==> config.mk <==
export PLATFORM = sky130hd
export DESIGN_NAME = irs_ctrl
export DESIGN_NICKNAME = d
export VERILOG_FILES = /design/src/rtl/irs_pkg.sv /design/src/rtl/irs_ctrl.sv
export VERILOG_INCLUDE_DIRS = /design/src /design/src/rtl
export SDC_FILE = /design/constraint.sdc
export NUM_CORES = 1
export LEC_CHECK = 0
export BUFFER_PORTS_ARGS = -buffer_cell sky130_fd_sc_hd__buf_2
export CORE_ASPECT_RATIO = 1.2
export CORE_MARGIN = 4
export CORE_UTILIZATION = 49
export DETAILED_ROUTE_END_ITERATION = 12
export GPL_TIMING_DRIVEN = 0
export PLACE_DENSITY = 0.78
export SYNTH_ARGS = -nofsm -noshare
export SYNTH_HDL_FRONTEND = slang
export SYNTH_SLANG_ARGS = --single-unit
==> constraint.sdc <==
create_clock -name mclk -period 3 [get_ports mclk]
set_input_delay 0.15 -clock mclk [delete_from_list [all_inputs] [get_ports mclk]]
set_output_delay 0.15 -clock mclk [all_outputs]
set_load 0.01 [all_outputs]
==> src/rtl/irs_params.svh <==
`ifndef IRS_PARAMS_SVH
`define IRS_PARAMS_SVH
// Priority determination length for external and on-chip sources.
`define IRS_PRIO_EXT_ST   6'h03
`define IRS_PRIO_INT_ST   6'h02
// Instruction-fetch cost per access class; three-state adds two per wait.
`define IRS_FETCH_INT_ST  6'h01
`define IRS_FETCH_EXT2_ST 6'h04
`define IRS_FETCH_EXT3_ST 6'h06
// Internal processing after acceptance and after the vector fetch.
`define IRS_IPROC_ST      6'h01
// Stack save takes two access units.
`define IRS_STACK_UNITS   2
// Mask writes by condition-code instructions act this many states late.
`define IRS_MASK_DLY      2
// Vector codes of the two unmaskable sources; sources start above them.
`define IRS_VEC_NMI       8'h00
`define IRS_VEC_ABRK      8'h01
`define IRS_VEC_SRC0      8'h02
`endif

==> src/rtl/irs_pkg.sv <==
package irs_pkg;
   // Sequencer states of the interrupt response.
   typedef enum logic [3:0] {
      IRS_IDLE  = 4'h0,
      IRS_PRIO  = 4'h1,
      IRS_WAITI = 4'h2,
      IRS_PREF  = 4'h3,
      IRS_IPR1  = 4'h4,
      IRS_STACK = 4'h5,
      IRS_VEC   = 4'h6,
      IRS_IPR2  = 4'h7,
      IRS_HFET  = 4'h8
   } irs_state_t;
   // Access class of a memory space.
   typedef enum logic [1:0] {
      IRS_SP_INT  = 2'h0,
      IRS_SP_EXT2 = 2'h1,
      IRS_SP_EXT3 = 2'h2
   } irs_space_t;
endpackage

==> src/rtl/irs_ctrl.sv <==
`timescale 1ns/100ps
`include "irs_params.svh"
// Operation
// - Priority decision: three states external, two internal.
// - Exception waits for current instruction end.
// - Fetch cost: 1, 4, or 6+2m states.
// - Two fetches: prefetch and handler prefetch.
// - Two internal processing states, split in two.
// - Total response 11-31 normal, 12-32 advanced.
// - Enable clear acts after writing instruction.
// - Higher priority wins; cleared one dropped.
// - Flag clear behaves like enable clear.
// - After condition-code instruction, no interrupt accepted.
// - New mask effective two states later.
// - Byte block move is never interrupted.
// - Word block move breaks, stacks next address.
// - Source drives CPU, transfer engine, or both.
// - Transfer enable bit selects engine or CPU.
// - Select set: clear enable, forward to CPU.
// - Count zero: clear enable, forward to CPU.
// - Engine sources chosen by fixed order only.
// - Transfer runs first, then CPU exception.
// - Flag cleared by CPU or engine, but not once forwarded.
// - Serial and converter flags cleared by access.
// - Maskable held while mask set, except level 1 in mode 1 with user mask clear; NMI always.
// - Acceptance sets the interrupt mask bit.
module irs_ctrl #(
   parameter int           NSRC     = 8,
   parameter logic [7:0]   EXT_SRC  = 8'h0F,  // Sources on external pins.
   parameter logic [7:0]   ACC_CLR  = 8'hC0   // Serial/converter sources.
) (
   input  wire logic              mclk,
   input  wire logic              rstn,
   input  wire logic [NSRC-1:0]   src_flag,        // Source flags.
   input  wire logic [NSRC-1:0]   src_ien,         // Interrupt enables.
   input  wire logic [NSRC-1:0]   ctrl_level_reg,  // Control level per src.
   input  wire logic [NSRC-1:0]   transfer_enable_bit,
   input  wire logic [NSRC-1:0]   cpu_irq_select_bit,
   input  wire logic              nmi_req,
   input  wire logic              abrk_req,
   input  wire logic              intctl_mode1,    // Three-level masking.
   input  wire logic              adv_mode,        // Advanced address mode.
   input  wire logic              i_bit,           // Mask bit from CPU.
   input  wire logic              user_mask_bit,
   input  wire logic              instr_end,       // Instruction finished.
   input  wire logic              ccr_instr_end,   // It wrote cond_code_reg.
   input  wire logic              blk_byte_busy,   // Byte block move runs.
   input  wire logic              blk_word_busy,   // Word block move runs.
   input  wire logic              blk_word_break,  // Gap between transfers.
   input  wire irs_pkg::irs_space_t fetch_space,
   input  wire irs_pkg::irs_space_t stack_space,
   input  wire logic [1:0]        wait_cnt,        // Inserted waits m.
   input  wire logic              te_done,         // Transfer finished.
   input  wire logic [2:0]        te_done_src,
   input  wire logic              te_count_zero,
   output logic                   te_req,          // Engine activation.
   output logic [2:0]             te_src,
   output logic [NSRC-1:0]        te_en_clr,       // Clear enable pulse.
   output logic [NSRC-1:0]        flag_clr,        // Clear flag pulse.
   output logic                   accept,          // Exception started.
   output logic [7:0]             vec_code,
   output logic                   ret_next,        // Stack next address.
   output logic                   set_imask,       // Set mask bits.
   output logic                   handler_go,      // First handler fetch.
   output irs_pkg::irs_state_t    resp_state
);
   // Sequencer state and per-state countdown.
   irs_pkg::irs_state_t st_ff, nxt_st;
   logic [5:0]       cnt_ff, nxt_cnt;
   // Winner code and its stored flags.
   logic [7:0]       vec_ff, nxt_vec;
   logic             ret_ff, nxt_ret;
   // Requests seen during the current instruction; they survive a late
   // enable or flag clear until the instruction ends.
   logic [NSRC-1:0]  seen_ff, nxt_seen;
   // Requests forwarded to the CPU by the transfer engine.
   logic [NSRC-1:0]  fwd_ff, nxt_fwd;
   // Mask delay line, so a mask write acts two states late.
   logic [1:0]       imask_ff, nxt_imask;
   logic [1:0]       umask_ff, nxt_umask;
   // Registered pulse outputs.
   logic             acc_ff, nxt_acc, sim_ff, nxt_sim, hgo_ff, nxt_hgo;
   logic [NSRC-1:0]  fclr_ff, nxt_fclr, eclr_ff, nxt_eclr;
   logic             ter_ff, nxt_ter;
   logic [2:0]       tes_ff, nxt_tes;
   // Combinational helpers.
   logic [NSRC-1:0]  cpu_cand, masked_cand;
   logic             any_cand, acc_pt, blocked;
   logic [7:0]       win_code;
   logic [5:0]       s_fetch, s_stack, prio_len;

   // Access cost of one access in the given space.
   function automatic logic [5:0] irs_cost(irs_pkg::irs_space_t sp,
                                           logic [1:0] m);
      logic [5:0] c;
      c = `IRS_FETCH_INT_ST;
      if (sp == irs_pkg::IRS_SP_EXT2) begin
         c = `IRS_FETCH_EXT2_ST;
      end else if (sp == irs_pkg::IRS_SP_EXT3) begin
         c = `IRS_FETCH_EXT3_ST + {3'h0, m, 1'b0};
      end
      return c;
   endfunction

   // Candidates for the CPU: a source whose transfer enable is set does
   // not reach the CPU until the engine forwards it, so the data
   // transfer always precedes the exception.
   always_comb begin
      cpu_cand = ((src_flag & src_ien) | seen_ff)
                 & ~transfer_enable_bit;
      cpu_cand = cpu_cand | fwd_ff;
      // Level 0 waits for a clear mask; level 1 also passes in mode 1
      // with the user mask clear.
      for (int i = 0; i < NSRC; i++) begin
         masked_cand[i] = cpu_cand[i] & (~imask_ff[1] |
            (ctrl_level_reg[i] & intctl_mode1 & ~umask_ff[1]));
      end
      any_cand = nmi_req | abrk_req | (|masked_cand);
   end

   // Winner by fixed order: NMI, level 1 sources, address break, level 0.
   always_comb begin
      win_code = `IRS_VEC_ABRK;
      for (int i = NSRC - 1; i >= 0; i--) begin
         if (masked_cand[i] & ~ctrl_level_reg[i]) begin
            win_code = `IRS_VEC_SRC0 + 8'(i);
         end
      end
      if (!abrk_req) begin
         for (int i = NSRC - 1; i >= 0; i--) begin
            if (masked_cand[i] & ~ctrl_level_reg[i]) begin
               win_code = `IRS_VEC_SRC0 + 8'(i);
            end
         end
      end else begin
         win_code = `IRS_VEC_ABRK;
      end
      for (int i = NSRC - 1; i >= 0; i--) begin
         if (masked_cand[i] & ctrl_level_reg[i]) begin
            win_code = `IRS_VEC_SRC0 + 8'(i);
         end
      end
      if (nmi_req) begin
         win_code = `IRS_VEC_NMI;
      end
   end

   // Costs and acceptance point.  A byte move blocks everything and a
   // condition-code write lets the next instruction run first.
   always_comb begin
      s_fetch  = irs_cost(fetch_space, wait_cnt);
      s_stack  = irs_cost(stack_space, wait_cnt);
      prio_len = `IRS_PRIO_INT_ST;
      if (win_code == `IRS_VEC_NMI) begin
         prio_len = `IRS_PRIO_EXT_ST;
      end else if (win_code >= `IRS_VEC_SRC0 &&
                   EXT_SRC[3'(win_code - `IRS_VEC_SRC0)]) begin
         prio_len = `IRS_PRIO_EXT_ST;
      end
      blocked = ccr_instr_end | blk_byte_busy;
      acc_pt  = (instr_end & ~blk_word_busy) |
                (blk_word_busy & blk_word_break);
   end

   // Next-state logic of the response sequence and the engine side.
   always_comb begin
      nxt_st    = st_ff;
      nxt_cnt   = cnt_ff;
      nxt_vec   = vec_ff;
      nxt_ret   = ret_ff;
      nxt_acc   = 1'b0;
      nxt_sim   = 1'b0;
      nxt_hgo   = 1'b0;
      nxt_fclr  = '0;
      nxt_eclr  = '0;
      nxt_fwd   = fwd_ff;
      nxt_imask = {imask_ff[0], i_bit};
      nxt_umask = {umask_ff[0], user_mask_bit};
      // Requests seen mid-instruction stay until it ends.
      nxt_seen  = instr_end ? '0 : (seen_ff | (src_flag & src_ien));
      // Engine picks the lowest-numbered enabled source; masks and
      // levels play no part.
      nxt_ter   = 1'b0;
      nxt_tes   = tes_ff;
      for (int i = NSRC - 1; i >= 0; i--) begin
         if (src_flag[i] & transfer_enable_bit[i] & ~te_done) begin
            nxt_ter = 1'b1;
            nxt_tes = 3'(i);
         end
      end
      if (te_done) begin
         if (cpu_irq_select_bit[te_done_src] | te_count_zero) begin
            nxt_eclr[te_done_src] = 1'b1;
            nxt_fwd[te_done_src]  = 1'b1;
         end
         if (~cpu_irq_select_bit[te_done_src] & ~te_count_zero) begin
            nxt_fclr[te_done_src] = 1'b1;
         end
         if (ACC_CLR[te_done_src]) begin
            nxt_fclr[te_done_src] = 1'b1;
         end
      end
      unique case (st_ff)
         irs_pkg::IRS_IDLE: begin
            if (any_cand) begin
               nxt_st  = irs_pkg::IRS_PRIO;
               nxt_cnt = prio_len - 6'h01;
            end
         end
         irs_pkg::IRS_PRIO: begin
            if (cnt_ff == 6'h00) begin
               nxt_st = irs_pkg::IRS_WAITI;
            end else begin
               nxt_cnt = cnt_ff - 6'h01;
            end
         end
         irs_pkg::IRS_WAITI: begin
            if (acc_pt & ~blocked) begin
               // Winner is chosen at the end of the instruction; a lower request
               // whose flag or enable was cleared during it is dropped.
               if (any_cand) begin
                  nxt_vec = win_code;
                  nxt_ret = blk_word_busy;
                  nxt_acc = 1'b1;
                  nxt_st  = irs_pkg::IRS_PREF;
                  nxt_cnt = s_fetch - 6'h01;
                  if (win_code >= `IRS_VEC_SRC0) begin
                     if (fwd_ff[3'(win_code - `IRS_VEC_SRC0)]) begin
                        nxt_fwd[3'(win_code - `IRS_VEC_SRC0)] = 1'b0;
                     end else begin
                        nxt_fclr[3'(win_code - `IRS_VEC_SRC0)] = 1'b1;
                     end
                  end
               end else begin
                  nxt_st = irs_pkg::IRS_IDLE;
               end
            end
         end
         irs_pkg::IRS_PREF: begin
            if (cnt_ff == 6'h00) begin
               nxt_st  = irs_pkg::IRS_IPR1;
               nxt_cnt = `IRS_IPROC_ST - 6'h01;
            end else begin
               nxt_cnt = cnt_ff - 6'h01;
            end
         end
         irs_pkg::IRS_IPR1: begin
            nxt_st  = irs_pkg::IRS_STACK;
            nxt_cnt = 6'(`IRS_STACK_UNITS * s_stack) - 6'h01;
         end
         irs_pkg::IRS_STACK: begin
            if (cnt_ff == 6'h00) begin
               nxt_st  = irs_pkg::IRS_VEC;
               nxt_sim = 1'b1;
               nxt_cnt = (adv_mode ? {s_fetch[4:0], 1'b0} : s_fetch)
                         - 6'h01;
            end else begin
               nxt_cnt = cnt_ff - 6'h01;
            end
         end
         irs_pkg::IRS_VEC: begin
            if (cnt_ff == 6'h00) begin
               nxt_st = irs_pkg::IRS_IPR2;
            end else begin
               nxt_cnt = cnt_ff - 6'h01;
            end
         end
         irs_pkg::IRS_IPR2: begin
            nxt_st  = irs_pkg::IRS_HFET;
            nxt_cnt = s_fetch - 6'h01;
         end
         irs_pkg::IRS_HFET: begin
            if (cnt_ff == 6'h00) begin
               nxt_st  = irs_pkg::IRS_IDLE;
               nxt_hgo = 1'b1;
            end else begin
               nxt_cnt = cnt_ff - 6'h01;
            end
         end
         default: begin
            nxt_st = irs_pkg::IRS_IDLE;
         end
      endcase
   end

   // State registers; synchronous reset leaves masks set, as after
   // a chip reset, so nothing maskable is taken before software opens.
   always_ff @(posedge mclk) begin
      if (!rstn) begin
         st_ff    <= irs_pkg::IRS_IDLE;
         cnt_ff   <= 6'h00;
         vec_ff   <= 8'h00;
         ret_ff   <= 1'b0;
         seen_ff  <= '0;
         fwd_ff   <= '0;
         imask_ff <= 2'h3;
         umask_ff <= 2'h3;
         acc_ff   <= 1'b0;
         sim_ff   <= 1'b0;
         hgo_ff   <= 1'b0;
         fclr_ff  <= '0;
         eclr_ff  <= '0;
         ter_ff   <= 1'b0;
         tes_ff   <= 3'h0;
      end else begin
         st_ff    <= nxt_st;
         cnt_ff   <= nxt_cnt;
         vec_ff   <= nxt_vec;
         ret_ff   <= nxt_ret;
         seen_ff  <= nxt_seen;
         fwd_ff   <= nxt_fwd;
         imask_ff <= nxt_imask;
         umask_ff <= nxt_umask;
         acc_ff   <= nxt_acc;
         sim_ff   <= nxt_sim;
         hgo_ff   <= nxt_hgo;
         fclr_ff  <= nxt_fclr;
         eclr_ff  <= nxt_eclr;
         ter_ff   <= nxt_ter;
         tes_ff   <= nxt_tes;
      end
   end

   assign te_req     = ter_ff;
   assign te_src     = tes_ff;
   assign te_en_clr  = eclr_ff;
   assign flag_clr   = fclr_ff;
   assign accept     = acc_ff;
   assign vec_code   = vec_ff;
   assign ret_next   = ret_ff;
   assign set_imask  = sim_ff;
   assign handler_go = hgo_ff;
   assign resp_state = st_ff;

   // Checks.
   chk_prio_ext: assert property (@(posedge mclk) disable iff (!rstn)
      st_ff == irs_pkg::IRS_IDLE && any_cand && prio_len == 6'h03
      |=> st_ff == irs_pkg::IRS_PRIO [*3] ##1 st_ff == irs_pkg::IRS_WAITI)
      else $error("priority phase length wrong");
   chk_no_acc_ccr: assert property (@(posedge mclk) disable iff (!rstn)
      ccr_instr_end |=> !accept) else $error("accept after ccr write");
   chk_no_acc_byte: assert property (@(posedge mclk) disable iff (!rstn)
      blk_byte_busy |=> !accept) else $error("accept in byte move");
   chk_word_ret: assert property (@(posedge mclk) disable iff (!rstn)
      accept && $past(blk_word_busy) |-> ret_next)
      else $error("word move return address wrong");
   chk_mask_dly: assert property (@(posedge mclk) disable iff (!rstn)
      $rose(i_bit) |-> !imask_ff[1] ##2 imask_ff[1])
      else $error("mask delay not two states");
   chk_imask_set: assert property (@(posedge mclk) disable iff (!rstn)
      accept |-> ##[4:40] set_imask) else $error("mask not set");
   chk_resp_int: assert property (@(posedge mclk) disable iff (!rstn)
      accept && fetch_space == irs_pkg::IRS_SP_INT &&
      stack_space == irs_pkg::IRS_SP_INT && !adv_mode
      |-> ##7 handler_go) else $error("response length wrong");
   chk_te_fwd: assert property (@(posedge mclk) disable iff (!rstn)
      te_done && te_count_zero |=> te_en_clr[$past(te_done_src)])
      else $error("enable not cleared at count zero");
   chk_acc_clr: assert property (@(posedge mclk) disable iff (!rstn)
      te_done && ACC_CLR[te_done_src] |=> flag_clr[$past(te_done_src)])
      else $error("serial flag not cleared");
endmodule

==> results_dict.tcl, run 1 <==
set metrics [dict create \
    worst-endpoint-required_ns 3.22 \
    coreArea_mm2 0.007707 \
    cp.arrival_ns 3.11 \
    critical-path-top-delay-family "compound AO/OA/AOI/OAI gates" \
    grt.total_usage_pct 24.54 \
    setup_total_negative_slack_ns 0 \
    placed_cell_area_mm2 0.004491 \
    crit_type "reg2reg" \
    timing.final.max_slew_violations 0 \
    globalRouteOverflowTotal 0 \
    netlist_area_mm2 0.003894 \
    synth-edff-count 0 \
    avgViaCountPerCell 5.979 \
    grt_setup_unrepaired "yes" \
    std_cell_rows 35 \
    grt_pass1_wl_um 18760 \
    ir_worst_vdd_v 0.0003763 \
    setup.worst_path.start_class "flop" \
    synthesis.area_per_instance_um2 7.741 \
    layout.nets 695 \
    max_slew.worst_pin.slew_ns 0.7065 \
    clock_tree.buffer_depth 2 \
    fin_hold_ws_ns 0.004061 \
    first_global_vias 4097 \
    final_area_mm2 0.004897 \
    vias 4275 \
    hold_class "in2reg" \
    insertedDiodeCount 0 \
    wl_per_cell_um 16.12 \
    power-per-cell-area_mw_per_mm2 550.3 \
    seq_area_mm2 0.001165 \
    maxCapViolations 0 \
    post_route_non_filler_standard_cell_count 715 \
    syn-instance-count 503 \
    tritoncts "built" \
    area_of_combinational_cells_with_multiple_inputs_mm2 0.002671 \
    finalSetupViolations 0 \
    synth.yosys.seq_area_share_pct 29.82 \
    post-route-min-period_ns 2.889 \
    clk_root_buffer_cell "sky130_fd_sc_hd__clkbuf_8" \
    maximum_clock_frequency_mhz 346.1 \
    detailed_place_hpwl_um 8954 \
    clkLatencyLatePin_ns 0.33 \
    ctsHtreeMaxLevel 3 \
    fp.dieW_um 89.38 \
    totalWireLength_um 11520 \
    fin_worst_skew_ns 0.008079 \
    die_height_um 105.7 \
    portBuffers 94 \
    number_of_buffers_inserted_during_clock_tree_synthesis 9 \
    syn_to_final_growth_pct 25.77 \
    grt_antenna_before_repair 0 \
    slew_headroom_pct 52.47 \
    power.static_leakage_uw 0.002089 \
    finalCritPeriodShare_pct 96.31 \
    grt_start_max_net_pins 12 \
    route.detailed.drc 0 \
    ys_types 73 \
    drt_pre_antenna_iters 5 \
    worst-path-buf-inv 1 \
    nFillCells 693 \
    status "completed" \
    yosys_register_bits 58 \
    tritoncts_num_sinks 58 \
    cpMaxStageDelayCell "sky130_fd_sc_hd__o41a_4" \
    floorplan.initialDensity_pct 50.52 \
    yosys_warnings 0 \
    critPathMaxFanout 8 \
    gpl.final_weighted_congestion 0.8895 \
    clk_pin_slew_worst_paths_ns 0.07 \
    async_flop_share_pct 0 \
    synthFlopType "sky130_fd_sc_hd__dfxtp_1" \
    finalHoldViolations 0 \
    cp_slowest_stage_delay_ns 0.43 \
    detailedRoute.firstIterationViolations 180 \
    drt.antenna.violating_nets 0 \
    timing.critical_path.cells "a211oi_2, nor3_2, nor2_1, o31a_1, o41a_4, ha_4, mux2i_2, mux2_4, a221oi_4, buf_6, o31ai_1" \
    dp.cells 692 \
    ioPinCount 100 \
    critical_path.endpoint_type "flop" \
    die_area_mm2 0.009442 \
    drive_above_1_share_pct 27.61 \
]
worst paths after layout:
path	start	to	slack [ns]	cells past startpoint
setup / recovery	fwd_ff[4]	flag_clr[0]	0.11	11
setup reg to reg	fwd_ff[4]	flag_clr[0]	0.11	11
hold reg to reg	imask_ff[0]	imask_ff[1]	0.42	1
hold / removal	user_mask_bit	umask_ff[0]	0.004	2
registers in the layout, summed over array words and instances (netlist names):
name / count
flag_clr: 8
fwd_ff: 8
seen_ff: 8
te_en_clr: 8
cnt_ff: 6
resp_state: 4
vec_code: 4
te_src: 3
imask_ff: 2
umask_ff: 2
accept: 1
handler_go: 1
ret_next: 1
set_imask: 1
te_req: 1
power breakdown:
part	switching (uW)	internal, uW
clock	324	465
combinational	610	408
sequential	63.0	825
cells in the mapped netlist (5+ instances only):
master | number | area (um^2)
sky130_fd_sc_hd__a31oi_1 | 13 | 81.33
sky130_fd_sc_hd__nor2_1 | 63 | 236.5
sky130_fd_sc_hd__a211o_1 | 7 | 61.31
sky130_fd_sc_hd__clkbuf_1 | 15 | 56.30
sky130_fd_sc_hd__nor2b_1 | 9 | 56.30
sky130_fd_sc_hd__o31ai_1 | 7 | 52.55
sky130_fd_sc_hd__mux2i_1 | 6 | 60.06
sky130_fd_sc_hd__a21oi_1 | 36 | 180.2
sky130_fd_sc_hd__o21ai_1 | 8 | 40.04
sky130_fd_sc_hd__o21ai_0 | 19 | 95.09
sky130_fd_sc_hd__nand2_1 | 47 | 176.4
sky130_fd_sc_hd__nand3_1 | 18 | 90.09
sky130_fd_sc_hd__nor3_1 | 14 | 70.07
sky130_fd_sc_hd__dfxtp_1 | 58 | 1161
sky130_fd_sc_hd__o22ai_1 | 7 | 43.79
sky130_fd_sc_hd__a211oi_1 | 11 | 82.58
sky130_fd_sc_hd__and2_1 | 8 | 50.05
sky130_fd_sc_hd__or3_1 | 5 | 31.28
sky130_fd_sc_hd__inv_1 | 25 | 93.84
sky130_fd_sc_hd__ha_1 | 13 | 162.7
sky130_fd_sc_hd__nor4_1 | 5 | 31.28
sky130_fd_sc_hd__nand2b_1 | 14 | 87.58
layer usage:
layer	track usage, %	wire (um)	vias up
li1	-	-	2075
met1	29.48	4602	1984
met2	42.68	5924	187
met3	4.144	667	29
met4	9.043	329	0
met5	0	0	-
through the flow:
step | power (uW) | setup slack [ns] | utilization (%)
after floorplan | 1608 | 0.05517 | -
after global placement | 1849 | -0.3257 | 58.26
after detailed placement | 1873 | -0.3647 | 58.26
after CTS | 2676 | 0.01542 | 62.40
after global routing | 2861 | -0.02065 | 63.54
final | 2695 | 0.1108 | 63.54
what timing repair did:
item                                   CTS  global route
resized for setup                       15            13
buffers inserted                         4             3
setup endpoints to repair               16            16
hold buffers                             1             0
pin swaps                                7             3
endpoints found under the hold margin    1             0
layout by cell type (no fill, tap or decap), drive strengths merged, types with 5 or more instances in the layout:
master	netlist	layout
a211o	7	7
a211oi	15	15
a21oi	38	38
a31oi	13	13
and2	8	8
and3	6	6
buf	5	106
clkbuf	15	23
dfxtp	58	58
ha	13	13
inv	26	26
mux2i	6	6
nand2	47	47
nand2b	14	14
nand3	18	18
nor2	64	64
nor2b	9	9
nor3	14	14
nor3b	5	5
nor4	7	7
o21ai	28	28
o22ai	8	8
o31ai	8	8
or3	6	6
cell families (layout without fill, tap and decap cells):
| logic type | count (synthesis) | after routing | share of synthesized area (%) |
|---|---|---|---|
| compound gates | 160 | 160 | 30.05 |
| buf+inv | 46 | 163 | 5.013 |
| xor+xnor | 5 | 5 | 1.125 |
| fa+ha+maj | 14 | 14 | 4.435 |
| other cells | 1 | 4 | 0.09631 |
| simple gates | 210 | 210 | 27.06 |
| mux | 9 | 9 | 2.410 |
| flops | 58 | 58 | 29.82 |
layout make-up:
type / instances / share of cell area, %
Clock buffer: 9 / 2.529
Sequential cell: 58 / 23.79
Multi-Input combinational cell: 402 / 54.55
Buffer: 19 / 1.916
Timing Repair Buffer: 102 / 10.96
Tap cell: 92 / 2.351
Clock inverter: 7 / 1.916
Inverter: 26 / 1.993
Note: power is estimated with default switching activity, not from simulation.
==> inputs of run 2 (changes only) <==
==> constraint.sdc (replaced) <==
create_clock -name mclk -period 3 [get_ports mclk]
set_input_delay 0.45 -clock mclk [delete_from_list [all_inputs] [get_ports mclk]]
set_output_delay 0.45 -clock mclk [all_outputs]
set_load 0.01 [all_outputs]
==> run 2 against run 1 <==
Non-clock buffer count rose by 13; critical path depth is 1 higher; clock skew is 0.0017 ns higher; wire length is 4.0% higher; largest power group unchanged; highest routed layer unchanged.
==> results_dict.tcl, run 2 (synthesis gave the netlist of run 1 again) <==
set metrics [dict create \
    timing.final.max_slew_violations 0 \
    power.static_leakage_uw 0.002195 \
    number_of_buffers_inserted_during_clock_tree_synthesis 9 \
    dp.cells 692 \
    drt.antenna.violating_nets 0 \
    clk_pin_slew_worst_paths_ns 0.07 \
    crit_type "reg2reg" \
    layout.nets 708 \
    maximum_clock_frequency_mhz 342.0 \
    insertedDiodeCount 0 \
    grt_start_max_net_pins 11 \
    detailedPlace.worstSlack_ns -0.5603 \
    cp_slowest_stage_delay_ns 0.37 \
    grt.total_usage_pct 25.20 \
    drive_above_1_share_pct 31.45 \
    tritoncts_num_sinks 58 \
    syn_to_final_growth_pct 31.39 \
    ctsHtreeMaxLevel 3 \
    tritoncts "built" \
    detailed_place_hpwl_um 8824 \
    critical-path-top-delay-family "compound AO/OA/AOI/OAI gates" \
    layout_commonest_cell "sky130_fd_sc_hd__buf_2" \
    fp.dieW_um 89.38 \
    hold_class "in2reg" \
    std_cell_rows 35 \
    finalCritPeriodShare_pct 97.47 \
    post_route_non_filler_standard_cell_count 728 \
    detailedRoute.firstIterationViolations 298 \
    cp.arrival_ns 3.15 \
    ir_worst_vdd_v 0.0003973 \
    max_slew.worst_pin.slew_ns 0.7396 \
    critical_path.endpoint_type "flop" \
    setup_total_negative_slack_ns 0 \
    fin_worst_skew_ns 0.009772 \
    cpMaxStageDelayCell "sky130_fd_sc_hd__dfxtp_4" \
    most-common-layout-cells "sky130_fd_sc_hd__buf_2 (94), sky130_fd_sc_hd__nor2_1 (63), sky130_fd_sc_hd__dfxtp_1 (50), sky130_fd_sc_hd__nand2_1 (45), sky130_fd_sc_hd__a21oi_1 (36)" \
    drt_pre_antenna_iters 5 \
    power-per-cell-area_mw_per_mm2 539.3 \
    totalWireLength_um 11980 \
    clkLatencyLatePin_ns 0.34 \
    wl_per_cell_um 16.46 \
    die_area_mm2 0.009442 \
    layout_setup_ws_ns 0.07600 \
    portBuffers 94 \
    die_height_um 105.7 \
    grt_pass1_wl_um 18970 \
    globalRouteOverflowTotal 0 \
    coreArea_mm2 0.007707 \
    setup.worst_path.start_class "flop" \
    avgViaCountPerCell 5.982 \
    timing.critical_path.cells "a211oi_4, nor3_2, nor4_2, nor3b_2, o221a_4, inv_4, ha_4, mux2i_2, mux2_4, a221oi_4, buf_12, o22ai_1" \
    route.detailed.drc 0 \
    worst-path-buf-inv 2 \
    critPathMaxFanout 8 \
    grt_antenna_before_repair 0 \
    finalHoldViolations 0 \
    grt_setup_unrepaired "yes" \
    floorplan.initialDensity_pct 50.52 \
    first_global_vias 4171 \
    clk_root_buffer_cell "sky130_fd_sc_hd__clkbuf_8" \
    worst-endpoint-required_ns 3.22 \
    maxCapViolations 0 \
    post-route-min-period_ns 2.924 \
    ioPinCount 100 \
    vias 4355 \
    status "completed" \
    gpl.final_weighted_congestion 0.8972 \
    finalSetupViolations 0 \
    clock_tree.buffer_depth 2 \
    slew_headroom_pct 50.24 \
]
==> run 2: final cells by class <==
type | instances | area [um^2]
fillers | 658 | 2591
well taps | 92 | 115.1
clock buffers | 11 | 141.4
plain buffers | 19 | 93.84
inverters | 26 | 100.1
flip-flops and latches | 58 | 1184
multi-input cells | 402 | 2760
repair buffers | 115 | 644.4
clock inverters | 5 | 77.57
==> run 2: path summary, 6_finish.rpt <==
check	start	endpoint	slack [ns]	depth (start not counted)
min reg2reg	imask_ff[0]	imask_ff[1]	0.41	1
max reg2reg	fwd_ff[1]	flag_clr[7]	0.08	12
max	fwd_ff[1]	flag_clr[7]	0.08	12
min	user_mask_bit	umask_ff[0]	0.29	2
==> run 2: layer usage <==
metal,vias up,track usage [%],wire (um)
li1,2105,-,-
met1,2039,29.38,4748
met2,177,43.68,6144
met3,34,3.597,708
met4,0,12.45,379
met5,-,0,0
==> run 2: metrics by stage <==
stage / hold slack (ns) / total power [uW] / utilization (%) / area, um^2
3_5_place_dp: 0.4024 / 1872 / 58.34 / 4497
2_1_floorplan: 0.3863 / 1608 / - / 3911
6_report: 0.2913 / 2759 / 66.38 / 5116
4_1_cts: 0.2845 / 2710 / 64.79 / 4994
5_1_grt: 0.2919 / 2912 / 66.38 / 5116
3_3_place_gp: 0.3932 / 1851 / 58.34 / 4497
==> run 2: where the power goes <==
part | internal [uW] | switching (uW)
clock | 487 | 308
combinational | 435 | 642
sequential | 822 | 63.9
==> run 2: timing repair <==
action / 4_1_cts / 5_1_grt
hold endpoints to repair: 0 / 0
gates resized for setup: 29 / 26
endpoints found under the setup margin: 16 / 18
gates cloned: 0 / 1
hold buffers: 0 / 0
setup buffers: 18 / 4
pin swaps: 19 / 22
==> inputs of run 3 (changes only) <==
Settings changed: CORE_UTILIZATION 49 to 53, PLACE_DENSITY 0.78 to 0.8.
Clock period 3 ns to 3.8 ns, I/O delays scaled along.
==> run 3 against run 2 <==
Count of clock-buffer cells in the layout is the same; worst hold slack improved by 0.12 ns; combinational power is 27% lower; via count down 2.0%; register-to-register slack improved by 0.34 ns; final area shrank 8.1%; sequential share of layout area is 1.6 points higher; critical path depth is the same; worst setup slack improved by 0.32 ns; critical path type is now in2reg; critical endpoint unchanged; largest cell class unchanged.
==> results_dict.tcl, run 3 (synthesis gave the netlist of run 1 again) <==
set metrics [dict create \
    number_of_buffers_inserted_during_clock_tree_synthesis 9 \
    first_global_vias 4097 \
    hold_class "in2reg" \
    min_to "umask_ff[0]" \
    finalSetupViolations 0 \
    timing.final.max_slew_violations 0 \
    drt.antenna.violating_nets 0 \
    gpl.final_weighted_congestion 0.8753 \
    max_slew.worst_pin.slew_ns 0.7503 \
    setup_total_negative_slack_ns 0 \
    maximum_clock_frequency_mhz 293.6 \
    critical-path-top-delay-family "compound AO/OA/AOI/OAI gates" \
    setup.worst_path.start_class "primary input" \
    syn_to_final_growth_pct 20.69 \
    detailedRoute.firstIterationViolations 235 \
    status "completed" \
    std_cell_rows 33 \
    slew_headroom_pct 49.52 \
    detailed_place_hpwl_um 8960 \
    tritoncts "built" \
    grt_start_max_net_pins 11 \
    route.detailed.drc 0 \
    grt_pass1_wl_um 18370 \
    die_area_mm2 0.008788 \
    layout_commonest_cell "sky130_fd_sc_hd__buf_2" \
    maxCapViolations 0 \
    ioPinCount 100 \
    source_of_the_worst_register_to_register_timing_path "fwd_ff[1]" \
    most-common-layout-cells "sky130_fd_sc_hd__buf_2 (94), sky130_fd_sc_hd__nor2_1 (63), sky130_fd_sc_hd__dfxtp_1 (58), sky130_fd_sc_hd__nand2_1 (47), sky130_fd_sc_hd__a21oi_1 (36)" \
    reg2reg_slack_ns 0.42 \
    crit_type "in2reg" \
    hold_path_depth 2 \
    worst-endpoint-required_ns 4.01 \
    power-per-cell-area_mw_per_mm2 451.1 \
    finalHoldViolations 0 \
    floorplan.initialDensity_pct 55.80 \
    grt_antenna_before_repair 0 \
    post-route-min-period_ns 3.406 \
    die_height_um 101.9 \
    r2r_end "flag_clr[7]" \
    cpMaxStageDelayCell "sky130_fd_sc_hd__ha_1" \
    finalCritPeriodShare_pct 89.62 \
    timing.critical_path.cells "buf_2, a211oi_2, nor3_1, nor4_1, nor3b_1, o221a_4, inv_1, ha_1, mux2i_1, mux2_2, a221oi_4, o22ai_1" \
    portBuffers 94 \
    insertedDiodeCount 0 \
    clock_tree.buffer_depth 2 \
    fin_worst_skew_ns 0.01303 \
    critical_path.endpoint_type "flop" \
    clk_root_buffer_cell "sky130_fd_sc_hd__clkbuf_8" \
    wl_per_cell_um 16.09 \
    post_cts.repair.setup_buffers 0 \
    drt_pre_antenna_iters 5 \
    coreArea_mm2 0.006978 \
    dp.cells 687 \
    ir_worst_vdd_v 0.0003495 \
    critPathMaxFanout 8 \
    globalRouteOverflowTotal 0 \
    clkLatencyLatePin_ns 0.34 \
    worst-path-buf-inv 2 \
    power.static_leakage_uw 0.002017 \
    post_route_non_filler_standard_cell_count 702 \
    cp_slowest_stage_delay_ns 0.43 \
    critical_path.startpoint "src_flag[1]" \
    totalWireLength_um 11290 \
    ctsHtreeMaxLevel 3 \
    postCtsResizedCells 0 \
    layout.nets 687 \
    cp.arrival_ns 3.61 \
    drive_above_1_share_pct 23.09 \
    min-delay-start "user_mask_bit" \
    reg2regPathDepth 11 \
    grt_setup_unrepaired "no" \
    number_of_buffers_added_to_fix_hold_violations_after_cts 0 \
    avgViaCountPerCell 6.081 \
    vias 4269 \
    tritoncts_num_sinks 58 \
    clk_pin_slew_worst_paths_ns 0.07 \
    fp.dieW_um 86.25 \
    grt.total_usage_pct 26.03 \
]
[run 3: cell types whose count changed in the layout (fill, tap and decap cells not counted), moves of 4 or more]
cell / before / now
sky130_fd_sc_hd__buf_4: 23 / 4
sky130_fd_sc_hd__dfxtp_1: 50 / 58
sky130_fd_sc_hd__nor3_1: 8 / 14
sky130_fd_sc_hd__dfxtp_4: 5 / 0
sky130_fd_sc_hd__nor3_2: 5 / 0
sky130_fd_sc_hd__a211oi_1: 7 / 11
sky130_fd_sc_hd__a211oi_4: 4 / 0
[run 3: layout make-up]
| type | instances | area [um^2] |
|---|---|---|
| well taps | 87 | 108.9 |
| clock inverters | 5 | 77.57 |
| plain buffers | 19 | 93.84 |
| fillers | 609 | 2278 |
| multi-input cells | 402 | 2549 |
| inverters | 26 | 97.59 |
| repair buffers | 94 | 470.5 |
| clock buffers | 11 | 141.4 |
| flip-flops and latches | 58 | 1161 |
[run 3: power by group]
part	switching [uW]	internal, uW
clock network	247	385
registers	50.5	651
logic	478	308
[run 3: metrics by stage]
step	util, %	power [uW]	hold slack, ns	area [um^2]	setup WS, ns
finish	67.35	2120	0.4133	4700	0.3943
global route	67.35	2246	0.4158	4700	0.1561
CTS	67.40	2109	0.4037	4703	0.3348
detailed placement	64.26	1478	0.3997	4484	0.002635
global placement	64.26	1464	0.3943	4484	0.09868
floorplan	-	1269	0.3863	3905	0.5935
[run 3: worst register-to-register path: cells and delay by family, from the launching register on]
family,cells,cell delay [ns]
AND/OR/NAND/NOR,3,0.81
adder cells (fa/ha/maj),1,0.43
multiplexers,2,0.45
flip-flops,1,0.37
AO/OA/AOI/OAI,4,1.12
buffers and inverters,1,0.08
[run 3: how the worst max path moves through the flow]
stage                   to  slack [ns]  cells after the start
2_1_floorplan  flag_clr[7]        0.59                     11
3_3_place_gp   flag_clr[7]         0.1                     13
3_5_place_dp   flag_clr[7]       0.003                     13
4_1_cts        flag_clr[7]        0.33                     13
5_1_grt        flag_clr[2]        0.16                     12
6_report       flag_clr[7]        0.39                     12
[run 3: routing by layer]
metal  vias to the layer above  share of wire, %  global-route usage (%)
met3                        32               6.0                   4.597
met4                         0               3.0                   11.39
li1                       2059                 -                       -
met1                      2003                40                   29.44
met2                       175                51                   47.72
met5                         -                 0                       0
